## src/core/axis_hold_pkg.sv

```systemverilog
// constants shared by the axis hold and home logic
package axis_hold_pkg;
	// geometry
	localparam int NUM_AXES = 4;
	localparam int DW       = 32;
	localparam int AW       = 4;
	// register offsets
	localparam logic [3:0] OFS_CTRL     = 4'h0;
	localparam logic [3:0] OFS_TYPES    = 4'h1;
	localparam logic [3:0] OFS_COMMAND  = 4'h2;
	localparam logic [3:0] OFS_DEADBAND = 4'h3;
	localparam logic [3:0] OFS_GAIN     = 4'h4;
	localparam logic [3:0] OFS_VCAP     = 4'h5;
	localparam logic [3:0] OFS_STATUS   = 4'h6;
	localparam logic [3:0] OFS_COST     = 4'h7;
	localparam logic [3:0] OFS_TARGET   = 4'h8;
	localparam logic [3:0] OFS_RAMP_UP  = 4'h9;
	localparam logic [3:0] OFS_RAMP_DN  = 4'hA;
	localparam logic [3:0] OFS_HOMECFG  = 4'hB;
	// control register fields
	localparam int CTRL_MODE_LSB = 0;
	localparam int CTRL_AXIS_LSB = 2;
	localparam int CTRL_PA_BIT   = 4;
	localparam int CTRL_SET_BIT  = 5;
	// command and value register fields
	localparam int CMD_MASK_LSB = 4;
	localparam int CMD_POL_LSB  = 8;
	localparam int VAL_MASK_LSB = 16;
	// status register fields
	localparam int ST_REJ_BIT = 8;
	localparam int ST_BAD_BIT = 9;
	localparam int ST_HOM_LSB = 12;
	// axis operating modes
	typedef enum logic [1:0] {
		MODE_SINGLE = 2'h0,
		MODE_ALL    = 2'h1,
		MODE_MIXED  = 2'h2
	} mode_t;
	// axis kinds
	typedef enum logic [1:0] {
		KIND_STEP   = 2'h0,
		KIND_STEPEN = 2'h1,
		KIND_SERVO  = 2'h2
	} kind_t;
	// command opcodes
	typedef enum logic [3:0] {
		OP_NONE     = 4'h0,
		OP_GO_ASYM  = 4'h1,
		OP_HOLD_OFF = 4'h2,
		OP_HOLD_ON  = 4'h3,
		OP_HOME_ENC = 4'h4,
		OP_HOME_SW  = 4'h5,
		OP_HOME_LO  = 4'h6,
		OP_HOME_HI  = 4'h7,
		OP_ENC_POL  = 4'h8,
		OP_SAVE     = 4'h9
	} op_t;
	// ranges and defaults
	localparam logic [15:0] DEADBAND_MAX = 16'hFA00;
	localparam logic [15:0] GAIN_MIN     = 16'h0001;
	localparam logic [15:0] GAIN_MAX     = 16'h7D00;
	localparam logic [15:0] DEADBAND_RST = 16'h0000;
	localparam logic [15:0] GAIN_RST     = 16'h0001;
	localparam logic        HOME_POL_RST = 1'b0;
	localparam logic [2:0]  ENC_POL_RST  = 3'h6;
	localparam logic [15:0] VCAP_RST     = 16'h0000;
	// queue costs
	localparam logic [3:0] COST_GO_BASE   = 4'h3;
	localparam logic [3:0] COST_FB_CMD    = 4'h1;
	localparam logic [3:0] COST_FB_ARG    = 4'h2;
	localparam logic [3:0] COST_PA_CMD    = 4'h2;
	localparam logic [3:0] COST_SET_CMD   = 4'h2;
	localparam logic [3:0] COST_SET_ARG   = 4'h1;
	localparam logic [3:0] COST_HF_ST_CMD = 4'h2;
	localparam logic [3:0] COST_HF_SV_CMD = 4'h1;
	localparam logic [3:0] COST_HF_SV_ARG = 4'h1;
endpackage

```

## src/core/pin_sync.sv

```systemverilog
// three-stage pin synchroniser with agreement filter
`timescale 1ns/10ps
module pin_sync #(
	parameter int WIDTH = 1
) (
	input  wire logic             REF_CLK,
	input  wire logic             RST,
	input  wire logic [WIDTH-1:0] PIN_IN,
	output logic      [WIDTH-1:0] PIN_OUT
);
	logic [WIDTH-1:0] s1_q;  // first stage, read only by s2
	logic [WIDTH-1:0] s2_q;  // second stage
	logic [WIDTH-1:0] s3_q;  // third stage
	logic [WIDTH-1:0] agree; // bits where stages two and three match

	assign agree = ~(s2_q ^ s3_q);

	// shift chain; output follows only agreeing bits
	always_ff @(posedge REF_CLK)
	begin
		s1_q    <= PIN_IN;
		s2_q    <= s1_q;
		s3_q    <= s2_q;
		if (RST)
			PIN_OUT <= '0;
		else
			PIN_OUT <= (agree & s3_q) | (~agree & PIN_OUT);
	end
endmodule // pin_sync

```

## src/core/axis_hold_and_home_logic.sv

```systemverilog
// per-axis go, position hold and home qualification logic
//
// Summary of operation
// RQ1 - asymmetric go uses ramp-up and ramp-down rates
// RQ2 - asymmetric go single axis only
// RQ3 - host: linear ramps, one go per move
// RQ4 - asymmetric go costs three, plus feedback extra
// RQ5 - power automatic adds two command entries
// RQ6 - settle time adds two command, one argument
// RQ7 - within deadband: in position, no correction
// RQ8 - deadband zero to 64000, default zero, savable
// RQ9 - deadband query immediate, stepper-encoder, single only
// RQ10 - encoder homing qualifies home, starts nothing
// RQ11 - encoder home: index, switch, A high B low
// RQ12 - switch-only homing restores switch-only detection
// RQ13 - home switch and encoder polarities configurable
// RQ14 - hold off disables stepper-encoder hold features
// RQ15 - hold off opens servo loop, PID off
// RQ16 - hold off in multi-axis opens all axes
// RQ17 - multi-axis hold off with an argument opens only the listed axes
// RQ18 - reset starts all axes open loop
// RQ19 - hold off cost by axis kind
// RQ20 - correction velocity is error times gain
// RQ21 - correction velocity clamped to velocity cap
// RQ22 - gain one to 32000, default one, savable
// RQ23 - out-of-range deadband or gain rejected
`timescale 1ns/10ps
module axis_hold_and_home_logic (
	input  wire logic        REF_CLK,
	input  wire logic        RST,
	input  wire logic        PWR_ON_RST,
	input  wire logic [3:0]  ADDR,
	input  wire logic [31:0] WDATA,
	input  wire logic        WR,
	input  wire logic        RD,
	output logic      [31:0] RDATA,
	input  wire logic [31:0] ENC_COUNT,
	input  wire logic [3:0]  HOME_SW,
	input  wire logic [3:0]  ENC_IDX,
	input  wire logic [3:0]  ENC_A,
	input  wire logic [3:0]  ENC_B,
	output logic             GO_START,
	output logic      [15:0] ACCEL_RATE,
	output logic      [15:0] DECEL_RATE,
	output logic      [3:0]  HOLD_EN,
	output logic      [3:0]  LOOP_CLOSED,
	output logic      [15:0] CORR_VEL,
	output logic             CORR_DIR,
	output logic             IN_POSITION,
	output logic      [3:0]  HOME_FOUND
);
	// magnitude of a signed word
	function automatic logic [31:0] mag(input logic [31:0] v);
		mag = v[31] ? (32'h0000_0000 - v) : v;
	endfunction

	// axes addressed by a command: current axis, or the mask
	function automatic logic [3:0] sel_axes(
		input logic [1:0] mode,
		input logic [1:0] axis,
		input logic [3:0] mask
	);
		sel_axes = (mode == axis_hold_pkg::MODE_SINGLE) ?
			(4'h1 << axis) : mask;
	endfunction

	// configuration
	logic [1:0]  mode_q;          // operating mode
	logic [1:0]  axis_q;          // current axis
	logic        pa_q;            // power automatic active
	logic        settle_q;        // aux bit settle time set
	logic [7:0]  kinds_q;         // two bits per axis
	logic [15:0] vcap_q;          // hold velocity cap
	logic [31:0] target_q;        // hold target position
	logic [15:0] ramp_up_q;       // stored ramp-up rate
	logic [15:0] ramp_dn_q;       // stored ramp-down rate
	logic [15:0] deadband_q [4];  // per-axis deadband
	logic [15:0] gain_q [4];      // per-axis hold gain
	logic [15:0] sv_deadband_q [4]; // saved deadband
	logic [15:0] sv_gain_q [4];     // saved gain
	logic [3:0]  home_pol_q;      // home switch true level
	logic [3:0]  sv_home_pol_q;   // saved switch level
	logic [11:0] enc_pol_q;       // idx,a,b true levels per axis
	logic [11:0] sv_enc_pol_q;    // saved encoder levels
	logic [3:0]  enc_home_q;      // encoder qualified homing
	// state
	logic [3:0]  hold_q;          // stepper-encoder hold on
	logic [3:0]  loop_q;          // servo loop closed
	logic        rej_q;           // range rejection sticky
	logic        bad_q;           // invalid command sticky
	logic [3:0]  cost_cmd_q;      // last command queue cost
	logic [3:0]  cost_arg_q;      // last argument queue cost

	// synchronised pins
	logic [3:0] sw_s;
	logic [3:0] idx_s;
	logic [3:0] a_s;
	logic [3:0] b_s;

	pin_sync #(.WIDTH(16)) u_sync (
		.REF_CLK (REF_CLK),
		.RST     (RST),
		.PIN_IN  ({HOME_SW, ENC_IDX, ENC_A, ENC_B}),
		.PIN_OUT ({sw_s, idx_s, a_s, b_s})
	);

	// bus decode
	wire         wr_ctrl = WR && ADDR == axis_hold_pkg::OFS_CTRL;
	wire         wr_kind = WR && ADDR == axis_hold_pkg::OFS_TYPES;
	wire         wr_cmd  = WR && ADDR == axis_hold_pkg::OFS_COMMAND;
	wire         wr_db   = WR && ADDR == axis_hold_pkg::OFS_DEADBAND;
	wire         wr_gain = WR && ADDR == axis_hold_pkg::OFS_GAIN;
	wire         wr_vcap = WR && ADDR == axis_hold_pkg::OFS_VCAP;
	wire         wr_stat = WR && ADDR == axis_hold_pkg::OFS_STATUS;
	wire         wr_tgt  = WR && ADDR == axis_hold_pkg::OFS_TARGET;
	wire         wr_rup  = WR && ADDR == axis_hold_pkg::OFS_RAMP_UP;
	wire         wr_rdn  = WR && ADDR == axis_hold_pkg::OFS_RAMP_DN;
	wire [3:0]   op      = WDATA[3:0];
	wire [3:0]   cmask   = WDATA[axis_hold_pkg::CMD_MASK_LSB +: 4];
	wire [3:0]   vmask   = WDATA[axis_hold_pkg::VAL_MASK_LSB +: 4];
	wire [15:0]  val     = WDATA[15:0];
	wire         single  = mode_q == axis_hold_pkg::MODE_SINGLE;
	wire [1:0]   cur_kind = kinds_q[2*axis_q +: 2];
	wire         cur_fb  = cur_kind != axis_hold_pkg::KIND_STEP;
	wire         cur_se  = cur_kind == axis_hold_pkg::KIND_STEPEN;
	wire [3:0]   csel    = sel_axes(mode_q, axis_q, cmask);
	wire [3:0]   vsel    = sel_axes(mode_q, axis_q, vmask);
	wire         is_cmd  = wr_cmd && op != axis_hold_pkg::OP_NONE;

	// range checks
	wire db_ok   = val <= axis_hold_pkg::DEADBAND_MAX;            // RQ8
	wire gain_ok = val >= axis_hold_pkg::GAIN_MIN &&
		val <= axis_hold_pkg::GAIN_MAX;                          // RQ22
	wire rej_set = (wr_db && !db_ok) || (wr_gain && !gain_ok);     // RQ23

	// go asymmetric legality: single axis modes only
	wire go_cmd  = wr_cmd && op == axis_hold_pkg::OP_GO_ASYM;
	wire go_ok   = go_cmd && single;                                // RQ2
	wire bad_set = go_cmd && !single;                               // RQ2

	// hold off target set: current axis in single mode, else all axes unless arguments given
	wire hf_cmd  = wr_cmd && op == axis_hold_pkg::OP_HOLD_OFF;
	wire [3:0] hf_sel = single ? csel :
		(cmask == 4'h0) ? 4'hF :                                   // RQ16
		cmask;                                                      // RQ17

	// queue cost of the command being written
	wire [3:0] go_cc = axis_hold_pkg::COST_GO_BASE +                // RQ4
		(cur_fb ? axis_hold_pkg::COST_FB_CMD : 4'h0) +
		(pa_q ? axis_hold_pkg::COST_PA_CMD : 4'h0) +                // RQ5
		(settle_q ? axis_hold_pkg::COST_SET_CMD : 4'h0);            // RQ6
	wire [3:0] go_ca = (cur_fb ? axis_hold_pkg::COST_FB_ARG : 4'h0) +
		(settle_q ? axis_hold_pkg::COST_SET_ARG : 4'h0);            // RQ6
	wire cur_sv = cur_kind == axis_hold_pkg::KIND_SERVO;
	wire [3:0] hf_cc = cur_sv ? axis_hold_pkg::COST_HF_SV_CMD :
		axis_hold_pkg::COST_HF_ST_CMD;                              // RQ19
	wire [3:0] hf_ca = cur_sv ? axis_hold_pkg::COST_HF_SV_ARG : 4'h0;

	// mode, kind and scalar settings
	always_ff @(posedge REF_CLK)
	begin
		if (RST)
		begin
			mode_q    <= axis_hold_pkg::MODE_SINGLE;
			axis_q    <= 2'h0;
			pa_q      <= 1'b0;
			settle_q  <= 1'b0;
			kinds_q   <= 8'h00;
			vcap_q    <= axis_hold_pkg::VCAP_RST;
			target_q  <= 32'h0000_0000;
			ramp_up_q <= 16'h0000;
			ramp_dn_q <= 16'h0000;
		end
		else
		begin
			if (wr_ctrl)
			begin
				mode_q   <= WDATA[axis_hold_pkg::CTRL_MODE_LSB +: 2];
				axis_q   <= WDATA[axis_hold_pkg::CTRL_AXIS_LSB +: 2];
				pa_q     <= WDATA[axis_hold_pkg::CTRL_PA_BIT];
				settle_q <= WDATA[axis_hold_pkg::CTRL_SET_BIT];
			end
			if (wr_kind)
				kinds_q <= WDATA[7:0];
			if (wr_vcap)
				vcap_q <= val;
			if (wr_tgt)
				target_q <= WDATA;
			if (wr_rup)
				ramp_up_q <= val;
			if (wr_rdn)
				ramp_dn_q <= val;
		end
	end

	// saved power-up values: only the power-on reset restores factory
	always_ff @(posedge REF_CLK)
	begin
		if (PWR_ON_RST)
		begin
			for (int i = 0; i < 4; i++)
			begin
				sv_deadband_q[i] <= axis_hold_pkg::DEADBAND_RST; // RQ8
				sv_gain_q[i]     <= axis_hold_pkg::GAIN_RST;     // RQ22
			end
			sv_home_pol_q <= {4{axis_hold_pkg::HOME_POL_RST}};
			sv_enc_pol_q  <= {4{axis_hold_pkg::ENC_POL_RST}};
		end
		else if (wr_cmd && op == axis_hold_pkg::OP_SAVE)
		begin
			for (int i = 0; i < 4; i++)
			begin
				sv_deadband_q[i] <= deadband_q[i];              // RQ8
				sv_gain_q[i]     <= gain_q[i];                  // RQ22
			end
			sv_home_pol_q <= home_pol_q;
			sv_enc_pol_q  <= enc_pol_q;
		end
	end

	// working deadband, gain and home configuration
	always_ff @(posedge REF_CLK)
	begin
		if (RST || PWR_ON_RST)
		begin
			for (int i = 0; i < 4; i++)
			begin
				deadband_q[i] <= PWR_ON_RST ?
					axis_hold_pkg::DEADBAND_RST : sv_deadband_q[i];
				gain_q[i] <= PWR_ON_RST ?
					axis_hold_pkg::GAIN_RST : sv_gain_q[i];
			end
			home_pol_q <= PWR_ON_RST ?
				{4{axis_hold_pkg::HOME_POL_RST}} : sv_home_pol_q;
			enc_pol_q  <= PWR_ON_RST ?
				{4{axis_hold_pkg::ENC_POL_RST}} : sv_enc_pol_q;
			enc_home_q <= 4'h0;
		end
		else
		begin
			for (int i = 0; i < 4; i++)
			begin
				// a bad value leaves the old one in place
				if (wr_db && db_ok && vsel[i])
					deadband_q[i] <= val;                       // RQ23
				if (wr_gain && gain_ok && vsel[i])
					gain_q[i] <= val;                           // RQ23
				if (wr_cmd && csel[i])
				begin
					case (op)
						axis_hold_pkg::OP_HOME_ENC:
							enc_home_q[i] <= 1'b1;                  // RQ10
						axis_hold_pkg::OP_HOME_SW:
							enc_home_q[i] <= 1'b0;                  // RQ12
						axis_hold_pkg::OP_HOME_LO:
							home_pol_q[i] <= 1'b0;                  // RQ13
						axis_hold_pkg::OP_HOME_HI:
							home_pol_q[i] <= 1'b1;                  // RQ13
						axis_hold_pkg::OP_ENC_POL:
							enc_pol_q[3*i +: 3] <=
								WDATA[axis_hold_pkg::CMD_POL_LSB +: 3]; // RQ13
						default:
							enc_home_q[i] <= enc_home_q[i];
					endcase
				end
			end
		end
	end

	// feedback state: hold on closes, hold off opens
	always_ff @(posedge REF_CLK)
	begin
		if (RST)
		begin
			hold_q <= 4'h0;                                         // RQ18
			loop_q <= 4'h0;                                         // RQ18
		end
		else
		begin
			for (int i = 0; i < 4; i++)
			begin
				if (hf_cmd && hf_sel[i])
				begin
					hold_q[i] <= 1'b0;                              // RQ14
					loop_q[i] <= 1'b0;                              // RQ15
				end
				else if (wr_cmd && op == axis_hold_pkg::OP_HOLD_ON &&
					csel[i])
				begin
					hold_q[i] <= kinds_q[2*i +: 2] ==
						axis_hold_pkg::KIND_STEPEN;
					loop_q[i] <= kinds_q[2*i +: 2] ==
						axis_hold_pkg::KIND_SERVO;
				end
			end
		end
	end

	// sticky flags: a new event beats a clear in the same cycle
	always_ff @(posedge REF_CLK)
	begin
		if (RST)
		begin
			rej_q <= 1'b0;
			bad_q <= 1'b0;
		end
		else
		begin
			rej_q <= rej_set ||
				(rej_q && !(wr_stat && WDATA[axis_hold_pkg::ST_REJ_BIT]));
			bad_q <= bad_set ||
				(bad_q && !(wr_stat && WDATA[axis_hold_pkg::ST_BAD_BIT]));
		end
	end

	// queue cost bookkeeping for the last command
	always_ff @(posedge REF_CLK)
	begin
		if (RST)
		begin
			cost_cmd_q <= 4'h0;
			cost_arg_q <= 4'h0;
		end
		else if (go_ok)
		begin
			cost_cmd_q <= go_cc;                                    // RQ4
			cost_arg_q <= go_ca;                                    // RQ4
		end
		else if (hf_cmd)
		begin
			cost_cmd_q <= hf_cc;                                    // RQ19
			cost_arg_q <= hf_ca;                                    // RQ19
		end
		else if (is_cmd && !go_cmd)
		begin
			cost_cmd_q <= 4'h0;
			cost_arg_q <= 4'h0;
		end
	end

	// move launch: rates latched with the start pulse
	always_ff @(posedge REF_CLK)
	begin
		if (RST)
		begin
			GO_START   <= 1'b0;
			ACCEL_RATE <= 16'h0000;
			DECEL_RATE <= 16'h0000;
		end
		else
		begin
			GO_START <= go_ok;
			if (go_ok)
			begin
				ACCEL_RATE <= ramp_up_q;                            // RQ1
				DECEL_RATE <= ramp_dn_q;                            // RQ1
			end
		end
	end

	// position correction for the current axis
	wire [31:0] perr    = target_q - ENC_COUNT;
	wire [31:0] pmag    = mag(perr);
	wire [15:0] cur_db  = deadband_q[axis_q];
	wire [15:0] cur_g   = gain_q[axis_q];
	wire        in_band = pmag <= {16'h0000, cur_db};               // RQ7
	wire [47:0] prod    = pmag * cur_g;                             // RQ20
	wire [15:0] vclamp  = (prod > {32'h0000_0000, vcap_q}) ?
		vcap_q : prod[15:0];                                        // RQ21
	wire        corr_on = hold_q[axis_q] && cur_se;

	// correction outputs; inside the deadband nothing moves
	always_ff @(posedge REF_CLK)
	begin
		if (RST)
		begin
			CORR_VEL    <= 16'h0000;
			CORR_DIR    <= 1'b0;
			IN_POSITION <= 1'b0;
		end
		else
		begin
			IN_POSITION <= corr_on && in_band;                      // RQ7
			CORR_VEL    <= (corr_on && !in_band) ? vclamp : 16'h0000;
			CORR_DIR    <= perr[31];
		end
	end

	// home qualification per axis
	logic [3:0] home_raw;
	always_comb
	begin
		for (int i = 0; i < 4; i++)
			home_raw[i] = (sw_s[i] == home_pol_q[i]) &&        // RQ12
				(!enc_home_q[i] ||
				 ((idx_s[i] == enc_pol_q[3*i+2]) &&            // RQ11
				  (a_s[i] == enc_pol_q[3*i+1]) &&
				  (b_s[i] == enc_pol_q[3*i])));
	end

	// outputs from flops
	always_ff @(posedge REF_CLK)
	begin
		if (RST)
		begin
			HOME_FOUND  <= 4'h0;
			HOLD_EN     <= 4'h0;
			LOOP_CLOSED <= 4'h0;
		end
		else
		begin
			HOME_FOUND  <= home_raw;                                // RQ11
			HOLD_EN     <= hold_q;
			LOOP_CLOSED <= loop_q;
		end
	end

	// read selection; query only valid on single stepper-encoder
	wire        q_ok   = single && cur_se;                          // RQ9
	wire [31:0] rd_mux =
		(ADDR == axis_hold_pkg::OFS_CTRL) ?
			{26'h0, settle_q, pa_q, axis_q, mode_q} :
		(ADDR == axis_hold_pkg::OFS_TYPES) ? {24'h0, kinds_q} :
		(ADDR == axis_hold_pkg::OFS_DEADBAND) ?
			(q_ok ? {16'h0, cur_db} : 32'h0000_0000) :          // RQ9
		(ADDR == axis_hold_pkg::OFS_GAIN) ?
			(q_ok ? {16'h0, cur_g} : 32'h0000_0000) :
		(ADDR == axis_hold_pkg::OFS_VCAP) ? {16'h0, vcap_q} :
		(ADDR == axis_hold_pkg::OFS_STATUS) ?
			{16'h0, HOME_FOUND, 2'h0, bad_q, rej_q, loop_q, hold_q} :
		(ADDR == axis_hold_pkg::OFS_COST) ?
			{24'h0, cost_arg_q, cost_cmd_q} :
		(ADDR == axis_hold_pkg::OFS_TARGET) ? target_q :
		(ADDR == axis_hold_pkg::OFS_RAMP_UP) ? {16'h0, ramp_up_q} :
		(ADDR == axis_hold_pkg::OFS_RAMP_DN) ? {16'h0, ramp_dn_q} :
		(ADDR == axis_hold_pkg::OFS_HOMECFG) ?
			{16'h0, enc_pol_q[11:8], enc_home_q, home_pol_q,
			 enc_pol_q[3:0]} :
		32'h0000_0000;

	// read data valid the cycle after the strobe only
	always_ff @(posedge REF_CLK)
	begin
		if (RST)
			RDATA <= 32'h0000_0000;
		else
			RDATA <= RD ? rd_mux : 32'h0000_0000;
	end
endmodule // axis_hold_and_home_logic

```

## config.mk

```make
export PLATFORM = sky130hd
export DESIGN_NAME = axis_hold_and_home_logic
export DESIGN_NICKNAME = d
export VERILOG_FILES = /design/src/core/axis_hold_pkg.sv /design/src/core/pin_sync.sv /design/src/core/axis_hold_and_home_logic.sv
export SDC_FILE = /design/constraint.sdc
export NUM_CORES = 2
export LEC_CHECK = 0
export ABC_AREA = 0
export BUFFER_PORTS_ARGS = -buffer_cell sky130_fd_sc_hd__buf_2
export CORE_UTILIZATION = 64
export CTS_CLUSTER_SIZE = 24
export DETAILED_ROUTE_END_ITERATION = 7
export MAX_ROUTING_LAYER = met4
export PLACE_DENSITY_LB_ADDON = 0.2
export SLEW_MARGIN = 25
export SYNTH_ARGS = -nofsm -noshare
export SYNTH_HDL_FRONTEND = slang
export SYNTH_SLANG_ARGS = --single-unit
```

## constraint.sdc

```tcl
create_clock -name REF_CLK -period 15.5 [get_ports REF_CLK]
set_input_delay 2.325 -clock REF_CLK [delete_from_list [all_inputs] [get_ports REF_CLK]]
set_output_delay 2.325 -clock REF_CLK [all_outputs]
set_load 0.01 [all_outputs]
```

==> impl_metrics.json <==
{
  "r2r-end": "CORR_VEL[8]",
  "drc": 10,
  "clk_pin_slew_ps": 70,
  "cts_sinks": 563,
  "die_h_um": 262.5,
  "drive_gt1_share_pct": 9.441,
  "synth-xor-area-share_pct": 1.755,
  "synth.area.mux_share_pct": 2.723,
  "status": "complete, but fails checks",
  "critPathBufInv": 8,
  "synth_area_leaders": "fa_1, dfxtp_1, edfxtp_1",
  "first_iter_violations": 3965,
  "syn_avg_cell_area_sq_um": 8.577,
  "yosysTopAreaCellShare_pct": 19.32,
  "hold_path.class": "flop to flop",
  "synth-compound-area-share_pct": 12.91,
  "cts-resized-gates": 0,
  "drt-total-wl_mm": 139.0,
  "via_per_inst": 6.236,
  "r2r_slack_ps": 3010,
  "hold_viol": 0,
  "leakagePower_nw": 19.82,
  "yosysUniqueCellTypes": 97,
  "die_w_um": 262.5,
  "synth_nets": 5758,
  "syn_inst": 5063,
  "port_buffers": 183,
  "report.final.slew_viol_count": 0,
  "syn_to_final_growth_pct": 8.618,
  "crit_fanout": 18,
  "place_congestion": 1.001,
  "ir_drop_mv": 0.2096,
  "failed_checks": "DRC",
  "grt_max_degree": 115,
  "fin_crit_ps": 13780,
  "startpoint": "ENC_COUNT[13]",
  "design.core.area_sq_um": 67160,
  "power_density_nw_per_um2": 180.8,
  "drv_cap": 0,
  "cp.required_ps": 16000,
  "design_area_sq_um": 47170,
  "insertion_delay_ps": 680,
  "critPathMaxStageDelay_ps": 700,
  "cp.arrival_ps": 14280,
  "synth-seq-cells": 563,
  "ios": 184,
  "criticalPathCategory": "input port to flop",
  "yosys.area.top_type": "fa_1",
  "max_freq_mhz": 72.58,
  "period_share_pct": 88.89,
  "htreeDepth": 2,
  "fin_skew_ps": 87.32,
  "crit_end": "CORR_VEL[8]",
  "numCtsBuffers": 56,
  "cts_hold_buffers": 0,
  "synthSimpleGateAreaFrac_pct": 20.66,
  "final_cells": 6028,
  "cts_tree": "done",
  "async_flop_share_pct": 0,
  "antenna_found_initial": 7,
  "grt_overflow": 0,
  "r2r-start": "target_q[11]",
  "clock_path_buffers": 3,
  "die_area_sq_um": 68900,
  "cp_top_family": "simple AND/OR/NAND/NOR gates",
  "p_switching_mw": 4.057,
  "synth_area_sq_um": 43420,
  "ys_seq_area_share_pct": 30.01,
  "start_util_pct": 64.66,
  "final_nets": 5795,
  "max_slew_margin_pct": 24.83,
  "synth_edf_count": 176,
  "ys.flop_type": "dfxtp_1",
  "seqPwrFrac_pct": 18.5,
  "dp_hpwl_mm": 102.2,
  "dr_total_vias": 37590,
  "tightest_slew_ps": 1128,
  "p_int_mw": 4.472,
  "drtPass1Iterations": 8,
  "finalSetupTns_ps": 0,
  "endpoint_kind": "flop",
  "dpl_cell_area_sq_um": 45100,
  "grt_usage_pct": 41.44,
  "combPwrFrac_pct": 64.3,
  "crit_top_cell": "inv_1",
  "synth_top_family_by_area": "adder cells",
  "cp-start-kind": "input port",
  "grt_setup_unrepaired": "no",
  "reg2reg_depth": 38,
  "drtAntennaViolNets": 0,
  "rows": 95,
  "slowest_stage": "nand2_1",
  "grt_pass1_vias": 37120,
  "grt_pass1_wl_mm": 213.0,
  "dpl.cell_count": 5915,
  "setup_viol": 0,
  "ys_warn_count": 0,
  "path_depth": 40,
  "ctsRootBufferMaster": "clkbuf_16",
  "routedWlPerCell_um": 23.06,
  "clockPowerShare_pct": 17.2,
  "switching_share_pct": 47.56,
  "synth_fa_ha_area_share_pct": 24.70,
  "post_cts_buffers": 0,
  "fill_cells": 5315
}
[metal layers]
layer  GRT usage [%]  routed length, um  part of all wire (%)  vias to the layer above
met5               -                  0                     0                        -
met4           22.81               8732                   6.3                        0
met3           8.564              15820                    11                      497
li1                -                  -                     -                    16690
met1           52.14              52180                    38                    18160
met2           62.82              62300                    45                     2243
[worst register-to-register path, delay by kind of cell (launching register included)]
kind / cells / cell delay, ps
simple gates: 15 / 3970
fa+ha+maj: 9 / 3890
mux: 1 / 510
flops: 1 / 420
xor+xnor: 2 / 820
compound gates: 5 / 1910
buf+inv: 6 / 800
[area by class of cell]
cell class	instances	area (sq um)	area share, %
timing repair buffer	277	1650	3.499
antenna	7	17.52	0.03714
clock buffer	73	1630	3.456
tap	873	1092	2.316
sequential	563	13040	27.64
inverter	530	1989	4.218
clock inverter	33	387.9	0.8223
multi-input combinational	3672	27360	58.02
[cell usage in the layout, fill, tap and decap left out, types with 17 or more instances in the layout]
master	count
xnor2_1	53
buf_2	181
a221oi_1	23
nor2b_1	28
a21o_1	35
nand3_1	42
and3_1	29
mux4_2	25
nand2_1	1040
nand3b_1	25
nor2_1	304
nand4_1	29
buf_4	92
dfxtp_1	385
nor4_1	28
nand2b_1	164
o21ai_0	228
xor2_1	33
a211oi_1	17
o21ai_1	24
or3_1	38
inv_1	526
clkbuf_16	60
fa_1	419
edfxtp_1	176
and2_1	123
ha_1	187
a22oi_1	26
mux2i_1	45
a21oi_1	392
o21a_1	27
nor3_1	36
[per-stage QoR]
stage	setup WS, ps	total power [mW]	hold slack, ps	util [%]
CTS	1838	8.463	327.8	70.16
global route	1228	9.239	334.3	70.23
floorplan	3000	5.634	309.6	-
finish	1722	8.529	326.0	70.23
detailed placement	1166	6.998	312.1	67.16
global placement	1391	6.961	310.6	67.10
[sequential cells by signal (all words and copies together) (netlist names), 32 cells and up, named ones only]
signal	flops
sv_deadband_q	64
gain_q	64
RDATA	32
sv_gain_q	64
target_q	32
deadband_q	64
[how the worst min path moves through the flow]
stage                         start               to  slack [ps]  depth (start not counted)
finish              u_sync.s1_q[12]  u_sync.s2_q[12]         330                          0
global route         u_sync.s1_q[4]   u_sync.s2_q[4]         330                          0
CTS                 u_sync.s1_q[13]  u_sync.s2_q[13]         330                          0
detailed placement  u_sync.s1_q[13]  u_sync.s2_q[13]         310                          0
global placement     u_sync.s1_q[1]   u_sync.s2_q[1]         310                          0
floorplan            u_sync.s1_q[0]   u_sync.s2_q[0]         310                          0
[cell usage after synthesis, drive strengths merged (26+ instances only)]
cell    number
a21o        35
a21oi      393
a22oi       26
and2       125
and3        29
clkbuf     277
dfxtp      387
edfxtp     176
fa         419
ha         187
inv        526
mux2i       45
nand2     1040
nand2b     165
nand3       42
nand4       30
nor2       312
nor2b       29
nor3        38
nor4        40
o21a        29
o21ai      259
or3         39
xnor2       54
xor2        33
[kinds of logic after synthesis]
| family | count (synthesis) |
|---|---|
| AO/OA/AOI/OAI | 935 |
| flip-flops | 563 |
| XOR/XNOR | 87 |
| adder cells (fa/ha/maj) | 606 |
| multiplexers | 85 |
| AND/OR/NAND/NOR | 1959 |
| buffers and inverters | 828 |
[power groups by stage]
stage / sequential, mW / combinational, mW / clock (mW)
finish: 1.58 / 5.48 / 1.46
global route: 1.58 / 6.13 / 1.53
CTS: 1.58 / 5.42 / 1.47
detailed placement: 1.61 / 5.39 / 0
global placement: 1.61 / 5.35 / 0
floorplan: 1.60 / 4.03 / 0
Power figures use the tool's default switching activity.
